## src/core/diag_status_pkg.sv

```systemverilog
// register map, field positions and reset values of the diagnostic status bank
// assumes an 16-bit register address and 8-bit register data
package diag_status_pkg;
    localparam logic [15:0] DIAG_COMPARE_READY_ADDR  = 16'h0528;
    localparam logic [15:0] GPIO_PIN_LEVELS_ADDR     = 16'h052a;
    localparam logic [15:0] CONVERTER_RUN_STATE_ADDR = 16'h052c;
    localparam logic [7:0]  STATUS_RESET             = 8'h00;
    localparam int FILTER_READY_BIT    = 5;
    localparam int PIN_XCHECK_BIT      = 4;
    localparam int SENSE_OW_BIT        = 3;
    localparam int AUX_OW_BIT          = 2;
    localparam int SENSE_VS_AUX_BIT    = 0;
    localparam int CS_RUN_BIT          = 2;
    localparam int AUX_RUN_BIT         = 1;
    localparam int MAIN_RUN_BIT        = 0;
    localparam int NUM_SENSE_CHANNELS  = 8;
    localparam logic [3:0] FILTER_CHANNEL_COUNT = 4'h9;
    typedef enum logic [1:0] {SYNC_GPIO, SYNC_RUN, SYNC_EVT} unused_t;
endpackage

```

## src/core/flag_cell.sv

```systemverilog
// one sticky completion flag: set by a finish pulse, cleared by a start pulse
// assumes both pulses come from logic on clk
`timescale 1ns/1ps
`default_nettype none
module flag_cell (
    input  wire logic clk,
    input  wire logic nrst,
    input  wire logic set_pulse,
    input  wire logic clr_pulse,
    output logic      flag_q
);
    logic flag_d;
    // a finish in the same cycle as a start survives
    always_comb begin
        flag_d = flag_q;
        if (clr_pulse) begin
            flag_d = 1'b0;
        end
        if (set_pulse) begin
            flag_d = 1'b1;
        end
    end
    always_ff @(posedge clk) begin
        if (!nrst) begin
            flag_q <= 1'b0;
        end else begin
            flag_q <= flag_d;
        end
    end
endmodule // flag_cell
`default_nettype wire

```

## src/core/adc_diag_status_regs.sv

```systemverilog
// diagnostic status register bank: completion flags, gpio levels, converter run state
// assumes converter status and finish pulses come from clk logic; gpio pins are async
// Function
// - filter ready sets after a full round of all 9 filter channels; compare start clears
// - filter comparisons keep cycling while the main converter runs
// - fault inject clears filter ready, restarts checks from first channel, sets when done
// - pin crosscheck ready sets when all gpio comparisons finish; compare start clears
// - sense open-wire ready sets when finished; compare start clears
// - aux open-wire ready sets when finished; compare start clears
// - sense versus aux ready sets when finished; compare start clears
// - gpio level register reports each digital pin, one is high
// - run bits show main, aux and current-sense converters on or off
//
// The plain strobed port is this design's own decision.
`timescale 1ns/1ps
`default_nettype none
module adc_diag_status_regs
    import diag_status_pkg::*;
(
    input  wire logic        clk,
    input  wire logic        nrst,
    input  wire logic [15:0] addr,
    input  wire logic [7:0]  wdata,
    input  wire logic        wr_en,
    input  wire logic        rd_en,
    output logic      [7:0]  rdata,
    input  wire logic        compare_start,
    input  wire logic        filter_fault_inject,
    input  wire logic        filter_channel_done,
    input  wire logic        pin_crosscheck_done,
    input  wire logic        sense_openwire_done,
    input  wire logic        aux_openwire_done,
    input  wire logic        sense_vs_aux_done,
    input  wire logic [7:0]  gpio_pin,
    input  wire logic [7:0]  gpio_digital_mode,
    input  wire logic        main_running,
    input  wire logic        aux_running,
    input  wire logic        cs_running,
    output logic      [3:0]  filter_channel_q,
    output logic             filter_inject_active_q
);
    logic [7:0] gpio_meta_q, gpio_sync_q, gpio_lvl_q, gpio_lvl_d;
    logic [7:0] run_q, run_d;
    logic [7:0] rdata_d;
    logic [3:0] filter_channel_d;
    logic       filter_inject_active_d;
    logic       filter_round_done;
    logic       filter_ready_q, pin_ready_q, sense_ow_q, aux_ow_q, vs_aux_q;
    logic       filter_clear;
    logic       any_event;
    logic [7:0] flags_vec;

    // the filter engine walks channels and wraps while the main converter runs
    always_comb begin
        filter_channel_d       = filter_channel_q;
        filter_inject_active_d = filter_inject_active_q;
        filter_round_done      = 1'b0;
        if (filter_fault_inject) begin
            filter_channel_d       = 4'h0;
            filter_inject_active_d = 1'b1;
        end else if (main_running && filter_channel_done) begin
            if (filter_channel_q == FILTER_CHANNEL_COUNT - 4'h1) begin
                filter_channel_d       = 4'h0;
                filter_round_done      = 1'b1;
                filter_inject_active_d = 1'b0;
            end else begin
                filter_channel_d = filter_channel_q + 4'h1;
            end
        end
    end
    always_ff @(posedge clk) begin
        if (!nrst) begin
            filter_channel_q       <= 4'h0;
            filter_inject_active_q <= 1'b0;
        end else begin
            filter_channel_q       <= filter_channel_d;
            filter_inject_active_q <= filter_inject_active_d;
        end
    end

    // fault inject also clears the filter flag
    assign filter_clear = compare_start || filter_fault_inject;

    flag_cell u_filter (
        .clk       (clk),
        .nrst      (nrst),
        .set_pulse (filter_round_done),
        .clr_pulse (filter_clear),
        .flag_q    (filter_ready_q)
    );

    flag_cell u_pin (
        .clk       (clk),
        .nrst      (nrst),
        .set_pulse (pin_crosscheck_done),
        .clr_pulse (compare_start),
        .flag_q    (pin_ready_q)
    );

    flag_cell u_sow (
        .clk       (clk),
        .nrst      (nrst),
        .set_pulse (sense_openwire_done),
        .clr_pulse (compare_start),
        .flag_q    (sense_ow_q)
    );

    flag_cell u_aow (
        .clk       (clk),
        .nrst      (nrst),
        .set_pulse (aux_openwire_done),
        .clr_pulse (compare_start),
        .flag_q    (aux_ow_q)
    );

    flag_cell u_vsa (
        .clk       (clk),
        .nrst      (nrst),
        .set_pulse (sense_vs_aux_done),
        .clr_pulse (compare_start),
        .flag_q    (vs_aux_q)
    );

    // pins are asynchronous: two flops before use
    always_comb begin
        gpio_lvl_d = gpio_sync_q & gpio_digital_mode;
        run_d      = STATUS_RESET;
        run_d[MAIN_RUN_BIT] = main_running;
        run_d[AUX_RUN_BIT]  = aux_running;
        run_d[CS_RUN_BIT]   = cs_running;
    end
    always_ff @(posedge clk) begin
        if (!nrst) begin
            gpio_meta_q <= STATUS_RESET;
            gpio_sync_q <= STATUS_RESET;
            gpio_lvl_q  <= STATUS_RESET;
            run_q       <= STATUS_RESET;
        end else begin
            gpio_meta_q <= gpio_pin;
            gpio_sync_q <= gpio_meta_q;
            gpio_lvl_q  <= gpio_lvl_d;
            run_q       <= run_d;
        end
    end

    // read mux; writes are ignored since every register here is read-only
    always_comb begin
        rdata_d = STATUS_RESET;
        if (rd_en) begin
            case (addr)
                DIAG_COMPARE_READY_ADDR: begin
                    rdata_d[FILTER_READY_BIT] = filter_ready_q;
                    rdata_d[PIN_XCHECK_BIT]   = pin_ready_q;
                    rdata_d[SENSE_OW_BIT]     = sense_ow_q;
                    rdata_d[AUX_OW_BIT]       = aux_ow_q;
                    rdata_d[SENSE_VS_AUX_BIT] = vs_aux_q;
                end
                GPIO_PIN_LEVELS_ADDR:     rdata_d = gpio_lvl_q;
                CONVERTER_RUN_STATE_ADDR: rdata_d = run_q;
                default:                  rdata_d = STATUS_RESET;
            endcase
        end
    end
    always_ff @(posedge clk) begin
        if (!nrst) begin
            rdata <= STATUS_RESET;
        end else begin
            rdata <= rdata_d;
        end
    end

    // packed flag view and a quiet-cycle marker, used by the write check below
    always_comb begin
        flags_vec                   = STATUS_RESET;
        flags_vec[FILTER_READY_BIT] = filter_ready_q;
        flags_vec[PIN_XCHECK_BIT]   = pin_ready_q;
        flags_vec[SENSE_OW_BIT]     = sense_ow_q;
        flags_vec[AUX_OW_BIT]       = aux_ow_q;
        flags_vec[SENSE_VS_AUX_BIT] = vs_aux_q;
        any_event = compare_start || filter_fault_inject || filter_round_done
                    || pin_crosscheck_done || sense_openwire_done
                    || aux_openwire_done || sense_vs_aux_done;
    end

    // true only for the three status addresses
    function automatic logic reg_mapped(input logic [15:0] a);
        return (a == DIAG_COMPARE_READY_ADDR) || (a == GPIO_PIN_LEVELS_ADDR)
            || (a == CONVERTER_RUN_STATE_ADDR);
    endfunction

    // flag checks: a start clears, a finish sets, nothing else raises a flag
    a_filter_clear: assert property (
        @(posedge clk) disable iff (!nrst)
        (compare_start && !filter_round_done) |=> !filter_ready_q)
        else $error("filter ready not cleared by compare start");
    a_filter_set: assert property (
        @(posedge clk) disable iff (!nrst)
        filter_round_done |=> filter_ready_q)
        else $error("filter ready not set after round");
    a_filter_rise: assert property (
        @(posedge clk) disable iff (!nrst)
        !filter_round_done |=> !$rose(filter_ready_q))
        else $error("filter ready rose without a finished round");
    a_pin_flag: assert property (
        @(posedge clk) disable iff (!nrst)
        pin_crosscheck_done |=> pin_ready_q)
        else $error("pin crosscheck flag not set");
    a_pin_clear: assert property (
        @(posedge clk) disable iff (!nrst)
        (compare_start && !pin_crosscheck_done) |=> !pin_ready_q)
        else $error("pin crosscheck flag not cleared");
    a_pin_rise: assert property (
        @(posedge clk) disable iff (!nrst)
        !pin_crosscheck_done |=> !$rose(pin_ready_q))
        else $error("pin crosscheck flag rose without a finish");
    a_sow_flag: assert property (
        @(posedge clk) disable iff (!nrst)
        (compare_start && !sense_openwire_done) |=> !sense_ow_q)
        else $error("sense open-wire flag not cleared");
    a_sow_set: assert property (
        @(posedge clk) disable iff (!nrst)
        sense_openwire_done |=> sense_ow_q)
        else $error("sense open-wire flag not set");
    a_sow_rise: assert property (
        @(posedge clk) disable iff (!nrst)
        !sense_openwire_done |=> !$rose(sense_ow_q))
        else $error("sense open-wire flag rose without a finish");
    a_aow_flag: assert property (
        @(posedge clk) disable iff (!nrst)
        aux_openwire_done |=> aux_ow_q)
        else $error("aux open-wire flag not set");
    a_aow_clear: assert property (
        @(posedge clk) disable iff (!nrst)
        (compare_start && !aux_openwire_done) |=> !aux_ow_q)
        else $error("aux open-wire flag not cleared");
    a_aow_rise: assert property (
        @(posedge clk) disable iff (!nrst)
        !aux_openwire_done |=> !$rose(aux_ow_q))
        else $error("aux open-wire flag rose without a finish");
    a_vsaux_flag: assert property (
        @(posedge clk) disable iff (!nrst)
        sense_vs_aux_done |=> vs_aux_q)
        else $error("sense vs aux flag not set");
    a_vsaux_clear: assert property (
        @(posedge clk) disable iff (!nrst)
        (compare_start && !sense_vs_aux_done) |=> !vs_aux_q)
        else $error("sense vs aux flag not cleared");
    a_vsaux_rise: assert property (
        @(posedge clk) disable iff (!nrst)
        !sense_vs_aux_done |=> !$rose(vs_aux_q))
        else $error("sense vs aux flag rose without a finish");

    // filter engine: one step per finish, only while the main converter runs
    a_filter_wrap: assert property (
        @(posedge clk) disable iff (!nrst)
        (!filter_fault_inject && main_running && filter_channel_done
         && filter_channel_q == FILTER_CHANNEL_COUNT - 4'h1) |=> filter_channel_q == 4'h0)
        else $error("filter engine did not wrap");
    a_channel_step: assert property (
        @(posedge clk) disable iff (!nrst)
        (!filter_fault_inject && main_running && filter_channel_done
         && filter_channel_q != FILTER_CHANNEL_COUNT - 4'h1)
        |=> filter_channel_q == $past(filter_channel_q) + 4'h1)
        else $error("filter engine did not step to the next channel");
    a_filter_hold: assert property (
        @(posedge clk) disable iff (!nrst)
        (!main_running && !filter_fault_inject) |=> $stable(filter_channel_q))
        else $error("filter engine moved with the main converter off");
    a_channel_range: assert property (
        @(posedge clk) disable iff (!nrst)
        filter_channel_q < FILTER_CHANNEL_COUNT)
        else $error("filter channel out of range");
    a_inject_restart: assert property (
        @(posedge clk) disable iff (!nrst)
        filter_fault_inject |=> (filter_channel_q == 4'h0 && filter_inject_active_q))
        else $error("fault inject did not restart filter checks");
    a_inject_clears: assert property (
        @(posedge clk) disable iff (!nrst)
        filter_fault_inject |=> !filter_ready_q)
        else $error("fault inject did not clear filter ready");
    a_round_ends_inject: assert property (
        @(posedge clk) disable iff (!nrst)
        filter_round_done |=> !filter_inject_active_q)
        else $error("injected round marker stayed after the round");
    a_inject_hold: assert property (
        @(posedge clk) disable iff (!nrst)
        (!filter_fault_inject && !filter_round_done) |=> $stable(filter_inject_active_q))
        else $error("injected round marker changed without cause");
    a_inject_no_flag: assert property (
        @(posedge clk) disable iff (!nrst)
        filter_inject_active_q |-> !filter_ready_q)
        else $error("filter ready high during an injected round");

    // read side: data stands for the one cycle after the strobe, zero otherwise
    a_gpio_read: assert property (
        @(posedge clk) disable iff (!nrst)
        (rd_en && addr == GPIO_PIN_LEVELS_ADDR) |=> rdata == $past(gpio_lvl_q))
        else $error("gpio level read mismatch");
    a_gpio_mode: assert property (
        @(posedge clk) disable iff (!nrst)
        (rd_en && addr == GPIO_PIN_LEVELS_ADDR)
        |=> (rdata & ~$past(gpio_digital_mode, 2)) == STATUS_RESET)
        else $error("gpio pin outside digital mode read as high");
    a_run_read: assert property (
        @(posedge clk) disable iff (!nrst)
        (rd_en && addr == CONVERTER_RUN_STATE_ADDR) |=> (rdata[7:3] == 5'h00
         && rdata[MAIN_RUN_BIT] == $past(main_running, 2)
         && rdata[AUX_RUN_BIT] == $past(aux_running, 2)
         && rdata[CS_RUN_BIT] == $past(cs_running, 2)))
        else $error("run state read mismatch");
    a_reserved_zero: assert property (
        @(posedge clk) disable iff (!nrst)
        (rd_en && addr == DIAG_COMPARE_READY_ADDR) |=> (rdata[7:6] == 2'h0 && !rdata[1]))
        else $error("reserved status bits nonzero");
    a_flags_read: assert property (
        @(posedge clk) disable iff (!nrst)
        (rd_en && addr == DIAG_COMPARE_READY_ADDR) |=> rdata == $past(flags_vec))
        else $error("completion flags read mismatch");
    a_unmapped_zero: assert property (
        @(posedge clk) disable iff (!nrst)
        (rd_en && !reg_mapped(addr)) |=> rdata == STATUS_RESET)
        else $error("unmapped read returned nonzero data");
    a_idle_zero: assert property (
        @(posedge clk) disable iff (!nrst)
        !rd_en |=> rdata == STATUS_RESET)
        else $error("read data did not return to zero");
    a_write_ignored: assert property (
        @(posedge clk) disable iff (!nrst)
        (wr_en && (|wdata) && !any_event) |=> $stable(flags_vec))
        else $error("register write changed a status flag");
endmodule // adc_diag_status_regs
`default_nettype wire

```

## config.mk

```make
export PLATFORM = sky130hd
export DESIGN_NAME = adc_diag_status_regs
export DESIGN_NICKNAME = d
export VERILOG_FILES = /design/src/core/diag_status_pkg.sv /design/src/core/flag_cell.sv /design/src/core/adc_diag_status_regs.sv
export SDC_FILE = /design/constraint.sdc
export NUM_CORES = 1
export LEC_CHECK = 0
export BUFFER_PORTS_ARGS = -buffer_cell sky130_fd_sc_hd__buf_2
export CAP_MARGIN = 20
export CORE_ASPECT_RATIO = 1.5
export CORE_MARGIN = 5
export CORE_UTILIZATION = 49
export CTS_CLUSTER_DIAMETER = 100
export DETAILED_ROUTE_END_ITERATION = 8
export PLACE_DENSITY = 0.79
export SLEW_MARGIN = 20
export SYNTH_ARGS = -nofsm -noshare
export SYNTH_HDL_FRONTEND = slang
export SYNTH_HIERARCHICAL = 1
export SYNTH_SLANG_ARGS = --single-unit
```

## constraint.sdc

```tcl
create_clock -name clk -period 1.8 [get_ports clk]
set_input_delay 0.36 -clock clk [delete_from_list [all_inputs] [get_ports clk]]
set_output_delay 0.36 -clock clk [all_outputs]
set_load 0.05 [all_outputs]
```

==> results of run 1 <==
[metal layers]
| metal | vias up | wire length (µm) | part of all wire (%) |
|---|---|---|---|
| met5 | - | 0 | 0 |
| met4 | 0 | 57 | 1.9 |
| met3 | 6 | 288 | 9.7 |
| met2 | 42 | 1660 | 56 |
| met1 | 532 | 974 | 33 |
| li1 | 599 | - | - |
[kinds of logic (layout without fill, tap and decap cells)]
logic type                 count (synthesis)  in the layout  synth area share, %
and+or+nand+nor                           69             69                 29.0
xor gates and xnor gates                   2              2                 1.13
DFF                                       45             45                 58.3
muxes                                      5              5                 3.24
AOI/OAI and AO/OA                         12             12                 4.78
adders and majority gates                  2              2                 1.62
buffers and inverters                      8             69                 1.94
[flip-flops by register name (all words and copies together), names as in the netlist]
register	flops
gpio_lvl_q	8
gpio_meta_q	8
gpio_sync_q	8
rdata	8
filter_channel_q	4
run_q	3
filter_inject_active_q	1
u_aow/flag_q	1
u_filter/flag_q	1
u_pin/flag_q	1
u_sow/flag_q	1
u_vsa/flag_q	1
[worst max path at each step]
| stage | start | slack [ps] | depth (start not counted) | to |
|---|---|---|---|---|
| after floorplan | filter_channel_q[1]$_SDFFE_PP0P_ | 340 | 3 | filter_channel_q[3]$_SDFFE_PP0P_ |
| after global placement | addr[0] | 400 | 4 | rdata[1]$_SDFF_PN0_ |
| after detailed placement | addr[9] | 350 | 4 | rdata[3]$_SDFF_PN0_ |
| after CTS | filter_channel_q[2]$_SDFFE_PP0P_ | 370 | 1 | filter_channel_q[2] |
| after global routing | filter_channel_q[2]$_SDFFE_PP0P_ | 320 | 1 | filter_channel_q[2] |
| final | filter_channel_q[2]$_SDFFE_PP0P_ | 380 | 1 | filter_channel_q[2] |
[placed cells by master, fill, tap and decap left out]
| cell | n |
|---|---|
| a21oi_1 | 4 |
| a31oi_1 | 1 |
| and2_1 | 18 |
| and2_2 | 1 |
| and3_1 | 8 |
| and4b_1 | 1 |
| buf_2 | 57 |
| buf_4 | 1 |
| clkbuf_1 | 1 |
| clkbuf_8 | 6 |
| dfxtp_1 | 45 |
| ha_1 | 2 |
| inv_1 | 4 |
| mux2i_1 | 5 |
| nand2_1 | 9 |
| nand2_2 | 1 |
| nand2b_1 | 1 |
| nand3_1 | 4 |
| nand3b_1 | 2 |
| nand4_1 | 1 |
| nor2_1 | 1 |
| nor2b_1 | 1 |
| nor2b_4 | 5 |
| nor3_1 | 8 |
| nor4_1 | 1 |
| nor4b_1 | 3 |
| o21a_1 | 5 |
| o21ai_0 | 2 |
| or2_2 | 3 |
| or4b_1 | 1 |
| xnor2_1 | 1 |
| xor2_1 | 1 |
[area by class of cell]
class | count | area [µm²]
Inverter | 4 | 15.0
Multi-Input combinational cell | 90 | 614
Fill cell | 271 | 1140
Sequential cell | 45 | 901
Tap cell | 40 | 50.0
Clock buffer | 7 | 86.3
Timing Repair Buffer | 58 | 293
[report_power, final]
group	switching [µW]	internal, µW
logic	62.1	73.3
registers	9.64	1030
clock network	294	304
total	366	1400
[through the flow]
step                total power [µW]  cell area (µm²)  setup WS [ps]  utilization (%)
floorplan                       1130             1550            335                -
CTS                             1800             1960            372             63.3
finish                          1770             1960            384             63.3
global route                    1850             1960            322             63.3
detailed placement              1200             1870            350             60.5
global placement                1190             1870            396             60.5
==> impl_metrics.ini, run 1 <==
[run_status]
outcome = finished, final reports clean

[setup_path]
reg2reg_slack_ps = 540
crit_path_max_fanout = 7
cp.required_ps = 1440
crit_slowest_cell = dfxtp_1
timing.rr.start = filter_channel_q[0]$_SDFFE_PP0P_
cp_top_family = flip-flops
reg2reg_depth = 5
critical_path_class = register to output port
cp-end-kind = output port
crit_chain = buf_2
r2r-end = filter_inject_active_q$_SDFFE_PN0P_
crit_arrival_ps = 1060
crit_buf_inv = 1
start_kind = register
critical_path.max_stage_delay_ps = 450

[synth]
ys_ff_latch = 45
synthTopCellsByArea = dfxtp_1 (58%), and2_1 (7.3%), nor2b_4 (4.5%)
synthArstFlopShare_pct = 0
synthDistinctLibCells = 29
yosysTopAreaCellShare_pct = 58.3
syn_nets = 199
yosys_warnings = 6
synthCells = 143
yosysTopAreaCell = dfxtp_1
synth_flop_cell = dfxtp_1
synth_edf_count = 0
yosysMostFrequentCell = dfxtp_1
synth_common_cells = dfxtp_1 (45), and2_1 (18), nand2_1 (9)
seq_area_frac_synth_pct = 58.3
synth_area_um2 = 1550
postSynthAreaPerCell_um2 = 10.8

[global_routing]
grt_use_met2_pct = 28.2
met1_usage_pct = 13.6
gr-total-overflow = 0
antenna_found_initial = 0
grt_pass1_wl_um = 5180
track_usage_pct = 15.0
grt-busiest-layer = met2
met3_usage_pct = 6.50
grt_max_degree = 36
grt_pass1_vias = 1227

[job]
maxCapViolations = 0

[cells_and_area]
areaGrowthSynthToFinish_pct = 26.8
layoutNonFillerInstCount = 244
antennaDiodeCount = 0
final_nets = 260
drive_gt1_share_pct = 36.3

[cts]
cts_tree = done
cts_inserted_buffers = 5
cts_num_sinks = 45
clk_pin_slew_ps = 80
clockBufferDepth = 2
cts_resized = 0
clk_latency_ps = 290
htreeDepth = 2
cts.root.buffer_cell = clkbuf_8
post_cts_buffers = 0
hold_buffers = 0

[sta]
max_freq_ghz = 0.706
skew_ps = 6.32
period_needed_ps = 1420
holdWs_ps = 270
hold_viol_final = 0
finalSetupTns_ps = 0
finalSetupViolCount = 0
tightest_slew_ps = 497
period_share_pct = 78.7
maxSlewViolCount = 0
slew_headroom_pct = 66.4
rsz0062_at_grt = no

[floorplanning]
die_height_um = 78.8
fp.dieArea_um2 = 4400
coreArea_um2 = 3100
io_pins = 67
initial_core_util_pct = 49.9
die_width_um = 55.9
rows = 25

[pwr]
powerDensity_nw_per_um2 = 904
peakVddDrop_mv = 0.603
leakagePower_uw = 0.000891

[place]
dpl.hpwl_um = 2390
place_congestion = 0.826
port_buffers = 57
place_inst = 237

[drt]
vias = 1179
drc = 0
vias_per_cell = 4.83
wirelength_um = 2980
detail-route-antenna-nets = 0
dr.pass1.iters = 4
drt-wirelength-per-cell_um = 12.2
first_iter_violations = 15

[worst_hold_path]
hold_start = gpio_pin[3]
hold_path_class = input port to register
hold_depth = 2
hold_path_end = gpio_meta_q[3]$_SDFF_PN0_
Power figures use the tool's default switching activity.
==> run 2: changes to the inputs <==
CORE_UTILIZATION = 41   (was 49)
PLACE_DENSITY = 0.7   (was 0.79)
clock period = 1.3 ns   (was 1.8 ns; I/O delays follow)
==> run 2 against run 1 <==
  * Clock skew grew 1.2 ps
  * Sequential power is 38% higher
  * Global-route usage down 3.5 points
  * Setup slack got worse by 320 ps
  * First-iteration DRC count decreased by 33%
  * Die area up 16%
  * Sequential share of layout area fell by 0.73 points
  * Cell area is 2.0% higher
  * Register-to-register slack worse by 360 ps
==> impl_metrics.ini, run 2 (synthesized netlist as in run 1, its figures left out) <==
[setup_path]
crit_arrival_ps = 980
crit_path_max_fanout = 5
cp.required_ps = 1040
crit_chain = buf_2
reg2reg_depth = 3
r2r-end = filter_channel_q[3]$_SDFFE_PP0P_
timing.rr.start = filter_channel_q[1]$_SDFFE_PP0P_
critical_path_class = register to output port
crit_slowest_cell = dfxtp_1
reg2reg_slack_ps = 180
critical_path.max_stage_delay_ps = 390
cp_top_family = flip-flops
start_kind = register
crit_buf_inv = 1
cp-end-kind = output port

[cts]
cts.root.buffer_cell = clkbuf_8
clk_latency_ps = 290
post_cts_buffers = 0
htreeDepth = 2
clockBufferDepth = 2
cts_tree = done
cts_num_sinks = 45
clk_pin_slew_ps = 80
cts_inserted_buffers = 5

[worst_hold_path]
hold_depth = 2
hold_path_class = input port to register
hold_start = aux_running
hold_path_end = run_q[1]$_SDFF_PN0_

[sta]
tightest_slew_ps = 363
rsz0062_at_grt = no
finalSetupViolCount = 0
period_needed_ps = 1240
maxSlewViolCount = 0
finalSetupTns_ps = 0
period_share_pct = 95.0
skew_ps = 7.52
max_freq_ghz = 0.810
hold_viol_final = 0
slew_headroom_pct = 75.5

[drt]
vias = 1166
drc = 0
dr.pass1.iters = 2
first_iter_violations = 10
detail-route-antenna-nets = 0
wirelength_um = 2910
drt-wirelength-per-cell_um = 11.5
vias_per_cell = 4.63

[cells_and_area]
final_common_cell = buf_2
layout_common_cells = buf_2 (57), dfxtp_1 (42), and2_1 (18)
drive_gt1_share_pct = 39.2
fillCellCount = 350
multi_input_area_um2 = 619
layoutNonFillerInstCount = 252
areaGrowthSynthToFinish_pct = 29.4
register_area_um2 = 905
final_nets = 264
antennaDiodeCount = 0

[floorplanning]
initial_core_util_pct = 42.4
die_height_um = 85.2
io_pins = 67
rows = 27
coreArea_um2 = 3650
die_width_um = 60.1
fp.dieArea_um2 = 5120

[global_routing]
met3_usage_pct = 4.41
grt_pass1_vias = 1006
antenna_found_initial = 0
grt_max_degree = 20
grt-busiest-layer = met2
track_usage_pct = 11.6
grt_use_met2_pct = 21.5
gr-total-overflow = 0
grt_pass1_wl_um = 4330
met1_usage_pct = 9.86

[pwr]
p_seq_share_pct = 58.5
clkPwrFrac_pct = 33.5
p_comb_share_pct = 8.0
switchingPower_uw = 542
leakagePower_uw = 0.000909
p_int_uw = 1910
powerDensity_nw_per_um2 = 1230
peakVddDrop_mv = 0.749
switching_share_pct = 22.1

[job]
maxCapViolations = 0

[place]
place_congestion = 0.819
port_buffers = 57
dpl.hpwl_um = 2240
place_inst = 244

[run_status]
outcome = finished, final reports clean
-- run 2: changes by cell type in the layout (fill, tap and decap cells not counted), sizes merged --
cell / delta
buf: +4
clkinvlp: +1
-- run 2: layout make-up --
cell class | count | area share, %
flip-flops and latches | 45 | 45.2
repair buffers | 62 | 16.1
multi-input cells | 90 | 31.0
clock buffers | 7 | 3.82
inverters | 4 | 0.751
clock inverters | 1 | 0.375
well taps | 43 | 2.69
-- run 2: worst max path at each step --
stage                     depth (start not counted)                             start  slack [ps]                               end
after floorplan                                   3  filter_channel_q[1]$_SDFFE_PP0P_          30  filter_channel_q[3]$_SDFFE_PP0P_
after global placement                            4                           addr[9]          20               rdata[5]$_SDFF_PN0_
after detailed placement                          4                           addr[9]           8               rdata[3]$_SDFF_PN0_
after CTS                                         1  filter_channel_q[3]$_SDFFE_PP0P_          60               filter_channel_q[3]
after global routing                              1  filter_channel_q[3]$_SDFFE_PP0P_          10               filter_channel_q[3]
final                                             1  filter_channel_q[3]$_SDFFE_PP0P_          60               filter_channel_q[3]
-- run 2: power by group through the flow --
stage | clock network [µW] | registers, µW | logic [µW]
floorplan | 0 | 1480 | 82.0
global placement | 0 | 1470 | 195
detailed placement | 0 | 1470 | 197
CTS | 839 | 1430 | 198
global route | 899 | 1440 | 216
finish | 821 | 1430 | 195
-- run 2: per-layer routing --
| metal | part of all wire, % | up-vias |
|---|---|---|
| li1 | - | 608 |
| met1 | 36 | 509 |
| met2 | 51 | 43 |
| met3 | 11 | 6 |
| met4 | 1.9 | 0 |
| met5 | 0 | - |
-- run 2: what timing repair did --
| item | CTS | global route |
|---|---|---|
| endpoints found under the setup margin | 0 | 2 |
| hold buffers | 0 | 0 |
| gates resized for setup | 0 | 1 |
-- run 2: stage by stage --
stage          hold WS (ps)  worst slack (ps)  power, µW  util (%)  cell area, µm²
2_1_floorplan           369              25.3       1560         -            1550
4_1_cts                 161              58.3       2470      54.7            1990
3_3_place_gp            406              18.8       1660      52.4            1910
5_1_grt                 161              15.0       2550      54.8            2000
3_5_place_dp            408              8.04       1660      52.4            1910
6_report                165              64.9       2450      54.8            2000
